[src/hdl/cfs_pkg.sv]
// Shared constants and types for the CAN transceiver fault supervisor.
package cfs_pkg;

   // ****************************************************************
   // Clock and timing
   // ****************************************************************
   localparam int CLK_PERIOD_NS = 8;
   localparam int DOM_CLAMP_TIMEOUT_US = 1000;
   localparam int TXD_TIMEOUT_US = 1000;
   localparam int SHORT_FILTER_NS = 400;
   localparam int RXD_CLAMP_FILTER_NS = 2000;
   localparam int DOM_CLAMP_CYCLES = (DOM_CLAMP_TIMEOUT_US * 1000 + CLK_PERIOD_NS - 1) / CLK_PERIOD_NS;
   localparam int TXD_TIMEOUT_CYCLES = (TXD_TIMEOUT_US * 1000 + CLK_PERIOD_NS - 1) / CLK_PERIOD_NS;
   localparam int SHORT_FILTER_CYCLES = (SHORT_FILTER_NS + CLK_PERIOD_NS - 1) / CLK_PERIOD_NS;
   localparam int RXD_CLAMP_CYCLES = (RXD_CLAMP_FILTER_NS + CLK_PERIOD_NS - 1) / CLK_PERIOD_NS;
   localparam int CNT_W = 20;

   // ****************************************************************
   // Synchroniser vector layout
   // ****************************************************************
   localparam int BUS_SHORT_W = 6;
   localparam int SYNC_W = 4 + BUS_SHORT_W;
   localparam int SYN_TXD = 0;
   localparam int SYN_BUS = 1;
   localparam int SYN_RXD = 2;
   localparam int SYN_OT = 3;
   localparam int SYN_SHORT = 4;
   localparam logic [SYNC_W-1:0] SYNC_RESET = 10'h005;

   // ****************************************************************
   // Fault flags and diagnostic codes
   // ****************************************************************
   localparam int NUM_FLAGS = 6;
   localparam int FLG_CLAMP = 0;
   localparam int FLG_TXRX = 1;
   localparam int FLG_RXD = 2;
   localparam int FLG_TXD_TO = 3;
   localparam int FLG_OT = 4;
   localparam int FLG_BUS = 5;
   localparam int DIAG_W = 3;
   localparam logic [DIAG_W-1:0] DIAG_NONE = 3'h0;
   localparam logic [DIAG_W-1:0] DIAG_TXD_GND = 3'h1;
   localparam logic [DIAG_W-1:0] DIAG_BUS_CLAMP = 3'h2;
   localparam logic [DIAG_W-1:0] DIAG_TXRX_SHORT = 3'h3;
   localparam logic [DIAG_W-1:0] DIAG_RXD_RECESSIVE = 3'h4;
   localparam logic [DIAG_W-1:0] DIAG_OVERTEMP = 3'h5;
   localparam logic [DIAG_W-1:0] DIAG_BUS_SHORT = 3'h6;

   // ****************************************************************
   // Types
   // ****************************************************************
   typedef enum logic [1:0] {CAN_OFF, CAN_WAKE, CAN_NORMAL, CAN_RXONLY} cfs_mode_t;
   typedef enum logic [1:0] {OT_RUN, OT_HOT, OT_WAIT_DOM, OT_WAIT_REC} cfs_ot_t;

endpackage : cfs_pkg

[src/hdl/cfs_timer_if.sv]
// Condition and expiry pair between the supervisor and one persistence timer.
`timescale 1ns/1ps
interface cfs_timer_if;
   logic cond;
   logic expired;
   modport timer (input cond, output expired);
   modport user (output cond, input expired);
endinterface : cfs_timer_if

[src/hdl/cfs_dom_timer.sv]
// Persistence timer: counts consecutive cycles of a condition.
`timescale 1ns/1ps
module cfs_dom_timer import cfs_pkg::*; #(
   parameter int unsigned THRESH = 16
) (
   // Clock and reset
   input wire logic ref_clk,
   input wire logic rstN,
   // Condition in, expiry out
   cfs_timer_if.timer tif
);

   localparam logic [CNT_W-1:0] LIMIT = CNT_W'(THRESH);

   logic [CNT_W-1:0] count;
   logic [CNT_W-1:0] next_count;

   // Saturates at the limit so expiry holds while the condition persists.
   always_comb begin
      next_count = count;
      if (!tif.cond) begin
         next_count = '0;
      end else if (count != LIMIT) begin
         next_count = count + 1'h1;
      end
   end

   always_ff @(posedge ref_clk or negedge rstN) begin
      if (!rstN) begin
         count <= '0;
      end else begin
         count <= next_count;
      end
   end

   assign tif.expired = (count == LIMIT);
endmodule : cfs_dom_timer

[src/hdl/cfs_fault_supervisor.sv]
// Fault supervision and protection control for a high-speed CAN transceiver.
// Summary of operation
// - In normal mode, bus dominant beyond clamp timeout flags a fault and forces receive-only mode.
// - Clamp fault shows in diagnostics and pulls interrupt low unless masked.
// - After a clamp fault, receive-only holds until the host sends a new mode command.
// - Transmit-to-receive short inhibits the transmitter until a release command.
// - Transmit-to-receive short shows in diagnostics and interrupt unless masked.
// - Overtemperature disables the driver; driver returns after cooling, mode kept.
// - After cooling, driving waits for a dominant-to-recessive edge on transmit input.
// - Receive stuck recessive under traffic blocks the transmitter until command, fault gone.
// - No own undervoltage detection; host switches the transceiver off by mode.
// - Bus line short to ground or supply sets bus flag and interrupt unless masked.
// - Bus line shorts never change the transceiver mode.
// - Termination output on in normal and receive-only, off otherwise.
// - Receive-only disables driving while reception stays fully working.
// - Transmit timeout reports the same code as transmit shorted to ground.
`timescale 1ns/1ps
module cfs_fault_supervisor import cfs_pkg::*; #(
   parameter int unsigned DOM_CLAMP_LIMIT = DOM_CLAMP_CYCLES,
   parameter int unsigned TXD_TIMEOUT_LIMIT = TXD_TIMEOUT_CYCLES,
   parameter int unsigned SHORT_LIMIT = SHORT_FILTER_CYCLES,
   parameter int unsigned RXD_CLAMP_LIMIT = RXD_CLAMP_CYCLES
) (
   // Clock and reset
   input wire logic ref_clk,
   input wire logic reset_n,
   // Host microcontroller pins
   input wire logic txdIn,
   input wire logic rxdPinIn,
   output logic rxdOut,
   // Bus receiver, driver stage and protection sensors
   input wire logic busDominantIn,
   input wire logic [BUS_SHORT_W-1:0] busShortIn,
   input wire logic overTempIn,
   output logic busDriveDominant,
   output logic driverEnable,
   output logic splitEnable,
   // Mode control and diagnostics from the serial interface logic
   input wire logic modeCmdStrobe,
   input wire logic [1:0] modeCmd,
   input wire logic [NUM_FLAGS-1:0] flagClear,
   input wire logic [NUM_FLAGS-1:0] flagMask,
   output logic [1:0] canMode,
   output logic [NUM_FLAGS-1:0] faultFlags,
   output logic [DIAG_W-1:0] diagCode,
   output logic irqN
);

   // ****************************************************************
   // Reset release and pin synchronisers
   // ****************************************************************
   logic [1:0] rstPipe;
   logic rstN;
   logic [SYNC_W-1:0] syncMeta;
   logic [SYNC_W-1:0] syncPin;

   always_ff @(posedge ref_clk or negedge reset_n) begin
      if (!reset_n) begin
         rstPipe <= 2'h0;
      end else begin
         rstPipe <= {rstPipe[0], 1'h1};
      end
   end
   assign rstN = rstPipe[1];

   always_ff @(posedge ref_clk or negedge rstN) begin
      if (!rstN) begin
         syncMeta <= SYNC_RESET;
         syncPin <= SYNC_RESET;
      end else begin
         syncMeta <= {busShortIn, overTempIn, rxdPinIn, busDominantIn, txdIn};
         syncPin <= syncMeta;
      end
   end

   logic txdS;
   logic busS;
   logic rxdS;
   logic otS;
   logic busShortAny;
   assign txdS = syncPin[SYN_TXD];
   assign busS = syncPin[SYN_BUS];
   assign rxdS = syncPin[SYN_RXD];
   assign otS = syncPin[SYN_OT];
   assign busShortAny = |syncPin[SYN_SHORT +: BUS_SHORT_W];

   // ****************************************************************
   // Persistence timers
   // ****************************************************************
   cfs_timer_if clampTif();
   cfs_timer_if txdTif();
   cfs_timer_if shortTif();
   cfs_timer_if rxdTif();
   logic [1:0] rxdEcho;

   // The echo delay matches the pin synchroniser, so the comparison is cycle aligned.
   assign clampTif.cond = busS;
   assign txdTif.cond = !txdS;
   assign shortTif.cond = rxdEcho[1] && !rxdS && !txdS;
   assign rxdTif.cond = !rxdEcho[1] && rxdS;

   cfs_dom_timer #(.THRESH(DOM_CLAMP_LIMIT)) clampTimer (.ref_clk(ref_clk), .rstN(rstN), .tif(clampTif));
   cfs_dom_timer #(.THRESH(TXD_TIMEOUT_LIMIT)) txdTimer (.ref_clk(ref_clk), .rstN(rstN), .tif(txdTif));
   cfs_dom_timer #(.THRESH(SHORT_LIMIT)) shortTimer (.ref_clk(ref_clk), .rstN(rstN), .tif(shortTif));
   cfs_dom_timer #(.THRESH(RXD_CLAMP_LIMIT)) rxdTimer (.ref_clk(ref_clk), .rstN(rstN), .tif(rxdTif));

   // ****************************************************************
   // Mode and transmitter protection
   // ****************************************************************
   cfs_mode_t modeState;
   cfs_mode_t next_mode;
   cfs_ot_t otState;
   cfs_ot_t next_ot;
   logic txdBlock;
   logic txRxBlock;
   logic rxdBlock;
   logic next_txdBlock;
   logic next_txRxBlock;
   logic next_rxdBlock;
   logic releaseCmd;
   logic txEnable;

   assign releaseCmd = modeCmdStrobe && (cfs_mode_t'(modeCmd) == CAN_NORMAL);
   assign txEnable = (modeState == CAN_NORMAL) && !txdBlock && !txRxBlock && !rxdBlock && (otState == OT_RUN);

   always_comb begin
      next_mode = modeState;
      next_ot = otState;
      next_txdBlock = txdBlock;
      next_txRxBlock = txRxBlock;
      next_rxdBlock = rxdBlock;
      // Undervoltage is not watched here; the host turns the cell off by command.
      if (modeCmdStrobe) begin
         next_mode = cfs_mode_t'(modeCmd);
      end
      if (clampTif.expired && modeState == CAN_NORMAL) begin
         next_mode = CAN_RXONLY;
      end
      if (releaseCmd) begin
         next_txdBlock = 1'h0;
         next_txRxBlock = 1'h0;
         if (!rxdTif.expired) begin
            next_rxdBlock = 1'h0;
         end
      end
      // A fault seen in the release cycle wins over the release.
      if (txdTif.expired) begin
         next_txdBlock = 1'h1;
      end
      if (shortTif.expired) begin
         next_txRxBlock = 1'h1;
      end
      if (rxdTif.expired) begin
         next_rxdBlock = 1'h1;
      end
      case (otState)
         OT_RUN: begin
            if (otS) next_ot = OT_HOT;
         end
         OT_HOT: begin
            if (!otS) next_ot = OT_WAIT_DOM;
         end
         OT_WAIT_DOM: begin
            if (otS) next_ot = OT_HOT;
            else if (!txdS) next_ot = OT_WAIT_REC;
         end
         OT_WAIT_REC: begin
            if (otS) next_ot = OT_HOT;
            else if (txdS) next_ot = OT_RUN;
         end
         default: begin
            next_ot = OT_HOT;
         end
      endcase
   end

   always_ff @(posedge ref_clk or negedge rstN) begin
      if (!rstN) begin
         modeState <= CAN_OFF;
         otState <= OT_RUN;
         txdBlock <= 1'h0;
         txRxBlock <= 1'h0;
         rxdBlock <= 1'h0;
      end else begin
         modeState <= next_mode;
         otState <= next_ot;
         txdBlock <= next_txdBlock;
         txRxBlock <= next_txRxBlock;
         rxdBlock <= next_rxdBlock;
      end
   end
   assign canMode = modeState;

   // ****************************************************************
   // Diagnostics and pin outputs
   // ****************************************************************
   logic [NUM_FLAGS-1:0] faultEvent;
   logic [NUM_FLAGS-1:0] next_flags;
   logic [DIAG_W-1:0] next_diag;
   logic next_irqN;
   logic next_rxdOut;
   logic next_drive;
   logic next_split;
   logic rxActive;

   assign rxActive = (modeState == CAN_NORMAL) || (modeState == CAN_RXONLY);

   always_comb begin
      faultEvent = '0;
      faultEvent[FLG_CLAMP] = clampTif.expired && modeState == CAN_NORMAL;
      faultEvent[FLG_TXRX] = shortTif.expired;
      faultEvent[FLG_RXD] = rxdTif.expired;
      faultEvent[FLG_TXD_TO] = txdTif.expired;
      faultEvent[FLG_OT] = otS;
      faultEvent[FLG_BUS] = busShortAny;
      next_flags = (faultFlags & ~flagClear) | faultEvent;
      next_irqN = ~|(faultFlags & ~flagMask);
      if (faultFlags[FLG_TXD_TO]) begin
         next_diag = DIAG_TXD_GND;
      end else if (faultFlags[FLG_CLAMP]) begin
         next_diag = DIAG_BUS_CLAMP;
      end else if (faultFlags[FLG_TXRX]) begin
         next_diag = DIAG_TXRX_SHORT;
      end else if (faultFlags[FLG_RXD]) begin
         next_diag = DIAG_RXD_RECESSIVE;
      end else if (faultFlags[FLG_OT]) begin
         next_diag = DIAG_OVERTEMP;
      end else if (faultFlags[FLG_BUS]) begin
         next_diag = DIAG_BUS_SHORT;
      end else begin
         next_diag = DIAG_NONE;
      end
      next_rxdOut = rxActive ? !busS : 1'h1;
      next_drive = txEnable && !txdS;
      next_split = rxActive;
   end

   always_ff @(posedge ref_clk or negedge rstN) begin
      if (!rstN) begin
         faultFlags <= '0;
         diagCode <= DIAG_NONE;
         irqN <= 1'h1;
         rxdOut <= 1'h1;
         rxdEcho <= 2'h3;
         busDriveDominant <= 1'h0;
         driverEnable <= 1'h0;
         splitEnable <= 1'h0;
      end else begin
         faultFlags <= next_flags;
         diagCode <= next_diag;
         irqN <= next_irqN;
         rxdOut <= next_rxdOut;
         rxdEcho <= {rxdEcho[0], rxdOut};
         busDriveDominant <= next_drive;
         driverEnable <= txEnable;
         splitEnable <= next_split;
      end
   end
endmodule : cfs_fault_supervisor

[config.mk]
export PLATFORM = sky130hd
export DESIGN_NAME = cfs_fault_supervisor
export DESIGN_NICKNAME = d
export VERILOG_FILES = /design/src/hdl/cfs_pkg.sv /design/src/hdl/cfs_timer_if.sv /design/src/hdl/cfs_dom_timer.sv /design/src/hdl/cfs_fault_supervisor.sv
export SDC_FILE = /design/constraint.sdc
export NUM_CORES = 1
export LEC_CHECK = 0
export BUFFER_PORTS_ARGS = -buffer_cell sky130_fd_sc_hd__buf_2
export CAP_MARGIN = 40
export CORE_MARGIN = 2
export CORE_UTILIZATION = 54
export CTS_CLUSTER_SIZE = 16
export DETAILED_ROUTE_END_ITERATION = 6
export PLACE_DENSITY = 0.76
export SYNTH_ARGS = -nofsm -noshare
export SYNTH_HDL_FRONTEND = slang
export SYNTH_HIERARCHICAL = 1
export SYNTH_SLANG_ARGS = --single-unit
[constraint.sdc]
create_clock -name ref_clk -period 3.81 [get_ports ref_clk]
set_input_delay 0 -clock ref_clk [delete_from_list [all_inputs] [get_ports ref_clk]]
set_output_delay 0 -clock ref_clk [all_outputs]
set_load 0.03 [all_outputs]
==> summary.txt <==
Synthesis
  • Ys flop type: dfrtp_1
  • Synthesized net count: 582
  • Avg Synthesized Cell Area: 10.6 sq um
  • Top cells by area, synth: dfrtp_1, dfstp_2, nand2_1
  • Post-synthesis register bit count: 125
  • Top-count cell post-synth: dfrtp_1
  • Unique masters post-synth: 60
  • FFs w/ async S/R, synth: 100%
  • Number of synthesized flops with an enable pin: 0
  • Post-synthesis cell count: 547
  • Commonest cells in the netlist: dfrtp_1, nand2_1, nor2_1
  • Area fraction of the dominant cell type after synthesis: 50.6%
  • Synthesis warning total: 6
  • Area leader, netlist: dfrtp_1
  • Post-synthesis sequential area ratio: 54.2%
  • Syn Std Cell Area: 0.00579 sq mm

CTS
  • Clock buffer count from CTS: 17
  • Post-CTS setup buffer count: 0
  • CTS Sinks: 125
  • Worst-path clk slew: 0.06 ns
  • CTS H-tree lvls: 4
  • Insertion delay to the later sink of the worst-skew pair: 0.53 ns
  • CTS Buffer Depth: 2
  • CTS tree: done
  • Clock root cell: clkbuf_8

Timing
  • Hold slack: 0.105 ns
  • Slew headroom: 49.4%
  • Max Clk Rate: 407 MHz
  • Hold Fails Final Rpt: 0
  • Final worst setup slack: 1.35 ns
  • Final period util: 64.5%
  • Final min period: 2.46 ns
  • Post-route setup TNS: 0 ns
  • Slew @ Worst Pin: 0.757 ns
  • Final slew viol count: 0
  • Finish-stage setup viols: 0
  • Worst clock skew: 0.00580 ns
  • RSZ-0062 raised after global routing: false

Placement
  • Port bufs: 42
  • DP Area: 0.00613 sq mm
  • Detailed Place HPWL: 7920 um
  • Placer Congestion: 0.810
  • Post-Place Worst Slack: 1.63 ns

Pwr
  • LEAKAGE: 3.03 nW
  • Sw Pwr: 0.000679 W
  • Clock share of power: 53.4%
  • Net Sw Frac: 20.7%
  • Cell-internal power: 0.00259 W
  • IR drop worst, VDD: 0.000335 V
  • Part of the power in combinational logic: 4.3%
  • Power density relative to cell area: 465 mW/mm^2
  • Sequential Power Share: 42.4%

GRT
  • Initial antenna violation count: 0
  • Met1 Use GR: 30.0%
  • First-pass GRT wire length: 20600 um
  • Largest net degree at the start of global routing: 124
  • Total gr overflow: 0
  • Met2 track demand over resource: 36.5%
  • GR Util All Layers: 23.0%
  • Gr busiest metal: met2
  • Vias in the first global route: 4328
  • Global Route met3 Usage: 6.90%

Drt
  • DRC viols: 0
  • Drt total wl: 12000 um
  • DR iter-0 viols: 225
  • Vias per cell: 5.71
  • DR WL/cell: 15.7 um
  • First-pass DRT Iterations: 5
  • Antenna-violating nets left: 0
  • Via count: 4393

Floorplanning
  • Core area: 0.0104 sq mm
  • Row count: 37
  • Die W: 108 um
  • Die area: 0.0116 sq mm
  • Die Y-Extent: 108 um
  • I/O pin count: 43
  • Initial Utilization: 55.8%

Run
  • Max Cap Viol: 0

Worst setup path
  • Critical path class: flop to flop
  • Worst endpoint required time: 4.28 ns
  • Worst endpoint data arrival time: 2.92 ns
  • CP endpoint kind: flop
  • Crit-path max FO: 6
  • Startpoint Class: flop

Status
  • Outcome: completed

Finish
  • Fin util: 67.9%
  • Layout Nets: 655
  • Layout cells sized above 1: 17.2%
  • Area grow syn2layout: 21.6%
  • Final Cell Area: 0.00704 sq mm
  • Antenna diodes: 0

Min path
  • Worst hold path class: primary input to flop
flip-flops by register name, summed over array words and instances, names as in the netlist, 2 cells and up:
| name | flops |
|---|---|
| rxdEcho | 2 |
| syncPin | 10 |
| rstPipe | 2 |
| faultFlags | 6 |
| diagCode | 3 |
| clampTimer/count | 20 |
| rxdTimer/count | 20 |
| canMode | 2 |
| txdTimer/count | 20 |
| syncMeta | 10 |
| shortTimer/count | 20 |
| otState | 2 |
final cells by class:
cell class | instances | area (sq um)
clock buffers | 21 | 459
well taps | 136 | 170
clock inverters | 11 | 188
multi-input cells | 381 | 2490
flip-flops and latches | 125 | 3140
inverters | 26 | 97.6
fillers | 782 | 3330
repair buffers | 69 | 490
cells in the final DEF (no fill, tap or decap), types with 4 or more instances in the layout:
cell           count
and3_1             5
ha_1               8
o21ai_0           23
nand2b_1          11
nand3_1           28
or3_1             13
clkbuf_8           4
nor3_1            17
inv_1             25
nor4_1            13
o21bai_1           4
nand2_1           46
o31ai_1            6
nand4_1           12
dfrtp_1          116
nor2_1            42
xor2_1            17
a21oi_1           24
nand3b_1           7
nor4b_1            7
xnor2_1           18
clkbuf_16         16
or4_1              8
dfstp_2            8
dlygate4sd3_1     26
and4_1             5
bufinv_16          5
buf_2             42
mux2i_1           16
cell families after synthesis:
logic type	after synthesis	share of synthesized area, %
fa+ha+maj	8	1.73
flops	125	54.2
xor+xnor	35	5.29
other cells	1	0.0648
compound gates	74	7.74
mux	16	2.77
simple gates	247	25.5
buf+inv	41	2.74
power by group through the flow:
stage | Sequential, W | Combinational (W) | Clock [W]
5_1_grt | 0.00139 | 0.000157 | 0.00184
2_1_floorplan | 0.00143 | 0.0000438 | 0
6_report | 0.00139 | 0.000139 | 0.00175
4_1_cts | 0.00139 | 0.000141 | 0.00177
3_5_place_dp | 0.00141 | 0.000118 | 0
3_3_place_gp | 0.00141 | 0.000114 | 0
critical path, stage by stage, from the launching register on:
cell and delay, ns:
dfrtp_1 0.42, nor4b_1 0.37, nand4_1 0.21, nor4b_4 0.47, inv_1 0.07, o21ai_0 0.18
a22o_1 0.14, dlygate4sd3_1 0.54
routing by layer:
layer / routed length (um) / vias to the layer above
met3: 513 / 18
met1: 5430 / 2185
met2: 5930 / 96
met5: 0 / -
met4: 174 / 0
li1: - / 2094
worst paths after layout:
path	depth (start not counted)	slack (ns)	from	to
setup / recovery	7	1.35	clampTimer/count[17]$_DFFE_PN0P_	canMode[1]$_DFFE_PN0P_
hold / removal	2	0.11	rxdPinIn	syncMeta[2]$_DFF_PN1_
setup reg to reg	7	1.35	clampTimer/count[17]$_DFFE_PN0P_	canMode[1]$_DFFE_PN0P_
hold reg to reg	0	0.34	rstPipe[0]$_DFF_PN0_	rstPipe[1]$_DFF_PN0_
max in group asynchronous	1	2.91	rstPipe[1]$_DFF_PN0_	txdTimer/count[19]$_DFFE_PN0P_
min in group asynchronous	3	0.37	reset_n	rstPipe[1]$_DFF_PN0_
stage by stage:
step	power [W]	cells
6_report	0.00327	769
5_1_grt	0.00338	769
4_1_cts	0.00330	769
3_5_place_dp	0.00153	711
3_3_place_gp	0.00152	711
2_1_floorplan	0.00148	547
timing repair:
item                                   4_1_cts  5_1_grt
endpoints found under the hold margin       24        0
hold buffers                                26        0
setup endpoints to repair                    0        0
resized for setup                            0        0
(Power assumes the default switching activity.)
